<file path="config.mk">
export PLATFORM = sky130hd
export DESIGN_NAME = uots_top
export DESIGN_NICKNAME = d
export VERILOG_FILES = /design/src/logic/uots_pkg.sv /design/src/logic/uots_top.sv
export VERILOG_INCLUDE_DIRS = /design/src /design/src/logic
export SDC_FILE = /design/constraint.sdc
export NUM_CORES = 1
export LEC_CHECK = 0
export ABC_CLOCK_PERIOD_IN_PS = 3100
export BUFFER_PORTS_ARGS = -buffer_cell sky130_fd_sc_hd__buf_2
export CAP_MARGIN = 25
export CORE_ASPECT_RATIO = 1.25
export CORE_MARGIN = 2
export CORE_UTILIZATION = 40
export CTS_CLUSTER_DIAMETER = 80
export CTS_CLUSTER_SIZE = 30
export DETAILED_ROUTE_END_ITERATION = 8
export GPL_ROUTABILITY_DRIVEN = 0
export GPL_TIMING_DRIVEN = 1
export PLACE_DENSITY = 0.65
export SLEW_MARGIN = 25
export SYNTH_ARGS = -nofsm -noshare
export SYNTH_HDL_FRONTEND = slang
export SYNTH_SLANG_ARGS = --single-unit
</file>
<file path="constraint.sdc">
create_clock -name hclk -period 3.1 [get_ports hclk]
set_input_delay 0.31 -clock hclk [delete_from_list [all_inputs] [get_ports hclk]]
set_output_delay 0.31 -clock hclk [all_outputs]
set_load 0.01 [all_outputs]
</file>
<file path="src/logic/uots_map.svh">
`ifndef UOTS_MAP_SVH
`define UOTS_MAP_SVH

// register byte offsets, low 13 address bits
`define UOTS_ADDR_W         13
`define UOTS_OFF_TXLEN      13'h1000
`define UOTS_OFF_CMD        13'h1004
`define UOTS_OFF_RST        13'h1008
`define UOTS_OFF_FFSTS      13'h100C
`define UOTS_OFF_RXLEN      13'h1010
`define UOTS_OFF_MODE       13'h1014

// field positions
`define UOTS_CMD_START      0
`define UOTS_CMD_VERIFY     1
`define UOTS_RST_LOGIC      0
`define UOTS_RST_TMO        8
`define UOTS_RST_LINK       16
`define UOTS_FFSTS_TXFULL   24
`define UOTS_MODE_SERVER    0

// reset values and step sizes
`define UOTS_RST_SIZE       32'h0000_0000
`define UOTS_RST_COUNT      32'h0000_0000
`define UOTS_RST_RDATA      32'h0000_0000
`define UOTS_WORD_BYTES     32'h0000_0004

`endif

</file>
<file path="src/logic/uots_pkg.sv">
package uots_pkg;

    typedef struct packed {
        logic        link_s1;
        logic        link_s2;
        logic        server_mode;
        logic        tx_en;
        logic        verify_en;
        logic        fail;
        logic        tmo;
        logic        rd_en_d;
        logic        dp_valid;
        logic        dp_write;
        logic [12:0] dp_addr;
        logic [31:0] tx_size;
        logic [31:0] tx_cnt;
        logic [31:0] rx_cnt;
        logic [31:0] rdata;
    } uots_state_t;

endpackage : uots_pkg

</file>
<file path="src/logic/uots_top.sv">
// How it works
// - Client-mode engine starts by sending an ARP request for the peer address.
// - Server-mode engine awaits ARP request, learns sender address, sends ARP reply.
// - Source sends incrementing 32-bit words; verifier checks against the same sequence.
// - Incoming data is always accepted, with no enable needed.
// - Writing the command register clears both byte counters.
// - Command bit 0 reads one while the generator transmits, else zero.
//
// Register access over AHB-Lite and the register addresses are this design's own decisions.
`timescale 1ns/1ps
`include "uots_map.svh"

module uots_top
    import uots_pkg::*;
(
    // clock and reset
    input  wire logic        hclk,
    input  wire logic        hresetn,
    // ahb-lite slave
    input  wire logic        hsel,
    input  wire logic [31:0] haddr,
    input  wire logic [1:0]  htrans,
    input  wire logic        hwrite,
    input  wire logic [2:0]  hsize,
    input  wire logic [31:0] hwdata,
    input  wire logic        hready,
    output logic             hreadyout,
    output logic [31:0]      hrdata,
    output logic             hresp,
    // engine mode and status
    output logic             eng_server_mode,
    input  wire logic        eng_timeout,
    input  wire logic        link_up,
    // transmit stream to engine
    output logic             tx_wr_en,
    output logic [31:0]      tx_wr_data,
    input  wire logic        tx_full,
    // receive stream from engine
    output logic             rx_rd_en,
    input  wire logic [31:0] rx_rd_data,
    input  wire logic        rx_empty,
    input  wire logic [15:0] rx_fill_cnt
);

    uots_state_t st;
    uots_state_t next_st;

    logic wr_txlen;
    logic wr_cmd;
    logic wr_rst;
    logic wr_mode;
    logic set_fail;
    logic take;

    // byte count to pattern word
    function automatic logic [31:0] pat_word(input logic [31:0] cnt);
        pat_word = {2'b00, cnt[31:2]};
    endfunction : pat_word

    function automatic logic hit(input logic [12:0] a, input logic [12:0] off);
        hit = (a == off);
    endfunction : hit

    //--------------------------------------------------------------
    // outputs
    //--------------------------------------------------------------
    assign hreadyout       = 1'b1;
    assign hresp           = 1'b0;
    assign hrdata          = st.rdata;
    assign eng_server_mode = st.server_mode;
    assign tx_wr_en        = st.tx_en & ~tx_full;
    assign tx_wr_data      = pat_word(st.tx_cnt);
    assign rx_rd_en        = ~rx_empty;

    //--------------------------------------------------------------
    // next state
    //--------------------------------------------------------------
    always_comb begin
        next_st  = st;
        set_fail = 1'b0;
        take     = hsel & htrans[1] & hready;
        wr_txlen = st.dp_valid & st.dp_write & hit(st.dp_addr, `UOTS_OFF_TXLEN);
        wr_cmd   = st.dp_valid & st.dp_write & hit(st.dp_addr, `UOTS_OFF_CMD);
        wr_rst   = st.dp_valid & st.dp_write & hit(st.dp_addr, `UOTS_OFF_RST);
        wr_mode  = st.dp_valid & st.dp_write & hit(st.dp_addr, `UOTS_OFF_MODE);

        next_st.link_s1 = link_up;
        next_st.link_s2 = st.link_s1;

        // generator
        if (tx_wr_en) begin
            next_st.tx_cnt = st.tx_cnt + `UOTS_WORD_BYTES;
            if (st.tx_cnt + `UOTS_WORD_BYTES >= st.tx_size) begin
                next_st.tx_en = 1'b0;
            end
        end

        next_st.rd_en_d = ~rx_empty;
        if (st.rd_en_d) begin
            next_st.rx_cnt = st.rx_cnt + `UOTS_WORD_BYTES;
            if (st.verify_en && rx_rd_data != pat_word(st.rx_cnt)) begin
                set_fail = 1'b1;
            end
        end

        // register writes
        if (wr_txlen) begin
            next_st.tx_size = hwdata;
        end
        if (wr_cmd) begin
            next_st.tx_en     = ~hwdata[`UOTS_CMD_START];
            next_st.verify_en = hwdata[`UOTS_CMD_VERIFY];
            next_st.tx_cnt    = `UOTS_RST_COUNT;
            next_st.rx_cnt    = `UOTS_RST_COUNT;
            next_st.fail      = 1'b0;
        end
        if (wr_rst && hwdata[`UOTS_RST_LOGIC]) begin
            next_st.tx_en  = 1'b0;
            next_st.tx_cnt = `UOTS_RST_COUNT;
            next_st.rx_cnt = `UOTS_RST_COUNT;
            next_st.fail   = 1'b0;
        end
        if (wr_rst && hwdata[`UOTS_RST_TMO]) begin
            next_st.tmo = 1'b0;
        end
        if (wr_mode) begin
            next_st.server_mode = hwdata[`UOTS_MODE_SERVER];
        end

        // set beats clear
        if (set_fail) begin
            next_st.fail = 1'b1;
        end
        if (eng_timeout) begin
            next_st.tmo = 1'b1;
        end

        // bus address phase and read capture
        next_st.dp_valid = take;
        next_st.dp_write = hwrite;
        next_st.dp_addr  = haddr[12:0];
        if (take && !hwrite) begin
            unique case (haddr[12:0])
                `UOTS_OFF_TXLEN: next_st.rdata = st.tx_cnt;
                `UOTS_OFF_CMD:   next_st.rdata = {30'h0, st.fail, st.tx_en};
                `UOTS_OFF_RST:   next_st.rdata = {15'h0, st.link_s2, 7'h0, st.tmo, 8'h0};
                `UOTS_OFF_FFSTS: next_st.rdata = {7'h0, tx_full, 8'h0, rx_fill_cnt};
                `UOTS_OFF_RXLEN: next_st.rdata = st.rx_cnt;
                `UOTS_OFF_MODE:  next_st.rdata = {31'h0, st.server_mode};
                default:         next_st.rdata = `UOTS_RST_RDATA;
            endcase
        end
    end

    always_ff @(posedge hclk or negedge hresetn) begin
        if (!hresetn) begin
            st         <= '0;
            st.tx_size <= `UOTS_RST_SIZE;
        end else begin
            st <= next_st;
        end
    end

    //--------------------------------------------------------------
    // checks
    //--------------------------------------------------------------
    property p_cnt_clear;
        @(posedge hclk) disable iff (!hresetn)
        wr_cmd |=> (st.tx_cnt == 32'h0 && st.rx_cnt == 32'h0);
    endproperty
    a_cnt_clear: assert property (p_cnt_clear)
        else $error("command write did not clear byte counters");

    property p_busy_end;
        @(posedge hclk) disable iff (!hresetn)
        (tx_wr_en && !wr_cmd && st.tx_cnt + 32'h4 >= st.tx_size) |=> !st.tx_en;
    endproperty
    a_busy_end: assert property (p_busy_end)
        else $error("generator still busy after last word");

    property p_busy_start;
        @(posedge hclk) disable iff (!hresetn)
        (wr_cmd && !hwdata[0]) |=> st.tx_en;
    endproperty
    a_busy_start: assert property (p_busy_start)
        else $error("generator not busy after start command");

    property p_incr;
        @(posedge hclk) disable iff (!hresetn)
        (tx_wr_en && !wr_cmd && !wr_rst) ##1 tx_wr_en
            |-> tx_wr_data == $past(tx_wr_data) + 32'h1;
    endproperty
    a_incr: assert property (p_incr)
        else $error("transmit pattern did not increment");

    property p_fail_set;
        @(posedge hclk) disable iff (!hresetn)
        (st.rd_en_d && st.verify_en && rx_rd_data != pat_word(st.rx_cnt)) |=> st.fail;
    endproperty
    a_fail_set: assert property (p_fail_set)
        else $error("mismatch not flagged");

    property p_rx_count;
        @(posedge hclk) disable iff (!hresetn)
        (!rx_empty && !wr_cmd && !wr_rst) ##1 !wr_cmd && !wr_rst
            |=> st.rx_cnt == $past(st.rx_cnt) + 32'h4;
    endproperty
    a_rx_count: assert property (p_rx_count)
        else $error("received word not counted");

    property p_mode;
        @(posedge hclk) disable iff (!hresetn)
        wr_mode |=> eng_server_mode == $past(hwdata[0]);
    endproperty
    a_mode: assert property (p_mode)
        else $error("engine mode not taken from register");

    property p_mode_hold;
        @(posedge hclk) disable iff (!hresetn)
        !wr_mode |=> $stable(eng_server_mode);
    endproperty
    a_mode_hold: assert property (p_mode_hold)
        else $error("engine mode changed without write");

endmodule : uots_top

</file>
# --- Yosys cells after proc, flatten, opt, wreduce, memory -nomap -nowiden ---
# Index checks and enable logic that the tools add are counted.
word_totals:
  word_cells: 66
  mem_count: 0
  input_bits: 126
  mem_bits_rw: 0
  register_bits: 151
  latch_bits: 0
  out_inout_bits: 69
  mem_bits_ro: 0
classes:
  shift: 0
  eq_ne: 11
  bitwise_logic: 11
  n_div: 0
  order_cmp: 1
  n_reduce_logical: 11
  mux: 15
  multipliers: 0
  add_sub_neg: 2
op_table:
  columns: ["cell", "n"]
  rows:
  - ["one-hot mux 32 bit (6 select lines)", 1]
  - ["equality test 13 bit (second input constant)", 10]
  - ["2-to-1 mux 64 bit", 2]
  - ["adder 32 x 3 -> 32 bit (second input constant)", 2]
  - ["2-to-1 mux 32 bit", 2]
  - [">= comparator 32 bit", 1]
  - ["inequality test 32 x 30 -> 1 bit", 1]
  - ["nonzero test 3 bit", 4]
  - ["2-to-1 mux 1 bit", 9]
  - ["bitwise AND 1 bit", 8]
  - ["logical AND 1 bit", 4]
  - ["2-to-1 mux 3 bit", 1]
  - ["NOT 1 bit", 3]
  - ["AND reduction 2 bit", 1]
  - ["nonzero test 2 bit", 1]
  - ["logical NOT 1 bit", 1]

# --- Depth between registers and ports, before layout ---
logic_depth:
  ltp_word: 7
  mapped_depth: 14
  mapped_depth_nobuf: 13

# --- Worst setup path after synthesis ---
# No wires, ideal clock.
synth_path:
  path_kind: "register to register"
  from: "register st (netlist bit tx_wr_data[0])"
  to: "register st[147] (netlist bit)"
  required_time_ns: 3.010
  period_less_slack_ns: 2.840
  path_buffers: 0
  setup_time_ns: 0.090
  path_stages_with_launch: 14
  slack_ns: 0.260
  t_arrival_ns: 2.750
  path_cell_list: "dfrtp_1 > ha_1 > nand3_1 > or3_1 > nor3_2 > nand3_1 > xnor2_1 > ha_1 > a21oi_1 > o21ai_0 > a221oi_1 > o41ai_1 > a2111o_1 > o221ai_1"
synth_via:
  elab_chain_cells: 4
synth_lines:
  columns: ["element", "line_no", "source"]
  rows:
  - ["start, declared", "uots_top.sv:45", "uots_state_t st;"]
  - ["start signal, assigned", "uots_top.sv:160", "st <= next_st;"]
  - ["adder 32 x 3 -> 32 bit (no source line)", null, null]
  - [">= comparator 32 bit", "uots_top.sv:93", "if (st.tx_cnt + `UOTS_WORD_BYTES >= st.tx_size) begin"]
  - ["nonzero test 3 bit (no source line)", null, null]
  - ["AND reduction 2 bit (no source line)", null, null]
# Every way passes these cells.
# A chain may end at the register's enable or synchronous reset.

# --- Worst setup path in the final report ---
# Same ends and word-level chain as after synthesis.

==> flow_metrics.tcl <==
set metrics [dict create \
    grt_max_degree 73 \
    core_um2 20970 \
    timing.slew.headroom_pct 54.02 \
    tightestPinTransition_ns 0.6897 \
    synth_edf_count 0 \
    gr-total-overflow 0 \
    synthesis.instances 869 \
    first_iter_violations 326 \
    crit_type "reg -> reg" \
    async_flop_share_pct 100.0 \
    clk_path_buf_depth 2 \
    skew_ns 0.009848 \
    netlist_area_um2 8584 \
    numPortBuffers 167 \
    antenna_found_initial 1 \
    grt_pass1_wl_um 35530 \
    fmax_ghz 0.3413 \
    p_total_w 0.005213 \
    final.setup.worst_slack_ns 0.1703 \
    htreeDepth 4 \
    dpl.hpwl_um 16760 \
    ir_drop_v 0.0003782 \
    cts-root-buf "clkbuf_16" \
    hold_class "in -> reg" \
    power_switching_share_pct 29.10 \
    timing.hold.ws_ns 0.02078 \
    placed_area_um2 9453 \
    finish.net_count 1163 \
    die_y_um 167.8 \
    start_util_pct 40.95 \
    grt_pass1_vias 6536 \
    ys_ff_latch 147 \
    end_kind "flip-flop" \
    gr-usage-all-layers_pct 20.21 \
    status "finished, final reports clean" \
    cts.sinks 147 \
    drt-wirelength-per-cell_um 17.42 \
    syn_to_final_growth_pct 18.55 \
    p_leak_nw 4.997 \
    p_int_w 0.003696 \
    insertion_delay_ns 0.42 \
    avgSynthCellArea_um2 9.879 \
    clkTransAtPathRegs_ns 0.06 \
    startpoint_type "flip-flop" \
    viasPerCell 5.065 \
    cp.arrival_ns 3.26 \
    slew_violations 0 \
    num_rows 59 \
    die_x_um 135.0 \
    utilization_pct 48.54 \
    crit_slowest_cell "or3_4" \
    synth_ff_type "dfrtp_1" \
    numCtsBuffers 17 \
    comb_power_share_pct 17.5 \
    required_ns 3.43 \
    drive_gt1_share_pct 29.43 \
    drc_errors 0 \
    synthDistinctLibCells 48 \
    cts_tree "built" \
    min_period_ns 2.930 \
    path_cells "ha_1 > nand3_1 > or3_4 > nor2b_2 > nand2_1 > xnor2_1 > ha_1 > a21oi_1 > nand2_1 > a221oi_1 > o41ai_1 > a2111o_1 > o221ai_1" \
    place_ws_ns 0.06600 \
    vias 6539 \
    fill_cells 2044 \
    ant_nets 0 \
    final_design_area_no_fill_um2 10180 \
    sequentialPowerShare_pct 44.0 \
    critical_path.max_stage_delay_ns 0.40 \
    drv_cap 0 \
    die-area_um2 22660 \
    yosysSeqAreaShare_pct 42.85 \
    p_clk_share_pct 38.5 \
    p_switching_w 0.001517 \
    drt-pass1-iter-count 5 \
    crit_path_max_fanout 3 \
    finalHoldViolCount 0 \
    finalCritPeriodShare_pct 94.51 \
    wl_um 22490 \
    io_pins 195 \
    yosysWarnings 0 \
    setup_violations 0 \
    p_per_area_nw_per_um2 512.3 \
]
## cells by family (layout without fill, tap and decap cells)
logic type / Yosys count / in the layout / share of synthesized area (%)
adders and majority gates: 33 / 33 / 4.810
and+or+nand+nor: 270 / 270 / 15.78
buffers and inverters: 154 / 299 / 10.28
other: 2 / 5 / 0.08748
xor gates and xnor gates: 115 / 115 / 11.73
muxes: 39 / 39 / 6.355
DFF: 147 / 147 / 42.85
AOI/OAI and AO/OA: 109 / 109 / 8.104
## critical path: cells and delay by family (launching register included)
family,cells,cell delay (ns)
DFF,1,0.35
adders and majority gates,2,0.53
and+or+nand+nor,5,0.87
xor gates and xnor gates,1,0.13
AOI/OAI and AO/OA,5,0.96
## synth_stat cells, types with 32 or more instances
| cell | n | area (µm²) |
|---|---|---|
| xnor2_1 | 55 | 481.7 |
| ha_1 | 33 | 412.9 |
| nand2_1 | 59 | 221.5 |
| nand3_1 | 32 | 160.2 |
| dfrtp_1 | 147 | 3679 |
| o21ai_0 | 36 | 180.2 |
| inv_1 | 38 | 142.6 |
| nor2_1 | 87 | 326.6 |
| buf_4 | 68 | 510.5 |
| a22oi_1 | 43 | 322.8 |
| xor2_1 | 60 | 525.5 |
## what timing repair did
| action | 4_1_cts | 5_1_grt |
|---|---|---|
| setup buffers | 0 | 1 |
| gates resized for setup | 0 | 8 |
| endpoints found under the setup margin | 0 | 1 |
| endpoints found under the hold margin | 81 | 0 |
| hold buffers | 12 | 0 |
## stage by stage
step | instances | TNS (ns)
after floorplan | 871 | 0
after global placement | 1246 | 0
after detailed placement | 1246 | 0
after CTS | 1289 | 0
after global routing | 1291 | -0.01074
final | 1291 | 0
## power groups by stage
stage          logic, W  clock network (W)  registers, W
2_1_floorplan  0.000662                  0       0.00223
3_3_place_gp   0.000889                  0       0.00232
3_5_place_dp   0.000906                  0       0.00232
4_1_cts        0.000924            0.00205       0.00229
5_1_grt         0.00103            0.00213       0.00232
6_report       0.000912            0.00201       0.00230
## per-layer routing
| layer | routed length [µm] | up-vias | global-route usage, % |
|---|---|---|---|
| met1 | 9902 | 3165 | 27.18 |
| met5 | 0 | - | 0 |
| li1 | - | 3153 | - |
| met4 | 613 | 0 | 7.337 |
| met2 | 10800 | 188 | 32.69 |
| met3 | 1174 | 33 | 3.643 |
## worst paths after layout
path / from / to / slack [ns] / cells past startpoint
min: haddr[5] / st[133]$_DFF_PN0_ / 0.02 / 1
min reg2reg: next_st[149]$_DFF_PN0_ / st[149]$_DFF_PN0_ / 0.37 / 0
min in group asynchronous: hresetn / st[143]$_DFF_PN0_ / 0.46 / 2
max: tx_wr_data[0]$_DFFE_PN0P_ / st[147]$_DFFE_PN0P_ / 0.17 / 13
max reg2reg: tx_wr_data[0]$_DFFE_PN0P_ / st[147]$_DFFE_PN0P_ / 0.17 / 13
max in group asynchronous: hresetn / tx_wr_data[8]$_DFFE_PN0P_ / 1.80 / 3
## area by class of cell
class	instances	area (µm²)	area share, %
antenna	1	2.502	0.02459
clock buffer	20	436.7	4.291
clock inverter	11	130.1	1.279
inverter	38	142.6	1.402
multi-input combinational	570	4070	39.99
sequential	147	3682	36.18
tap	274	342.8	3.369
timing repair buffer	230	1370	13.46
## cell usage in the layout, fill, tap and decap left out, types with 4 or more instances in the layout
master and n:
a21o_1 5, a21oi_1 17, a22oi_1 43, and2_1 4, and3_1 12, and4_1 7
buf_2 166, buf_4 49, clkbuf_16 17, clkinvlp_4 4, conb_1 4, dfrtp_1 144
dlygate4sd3_1 12, ha_1 33, inv_1 38, mux2_2 4, mux2_4 30, mux2i_1 5
nand2_1 59, nand3_1 32, nand4_1 30, nor2_1 86, nor3_1 6, nor4_1 7
o21ai_0 36, xnor2_1 55, xor2_1 60
## sequential cells by signal, indices dropped and copies added (netlist names)
name,flops
eng_server_mode,1
hrdata,32
tx_wr_data,30
st,83
next_st,1
Power figures use the tool's default switching activity.
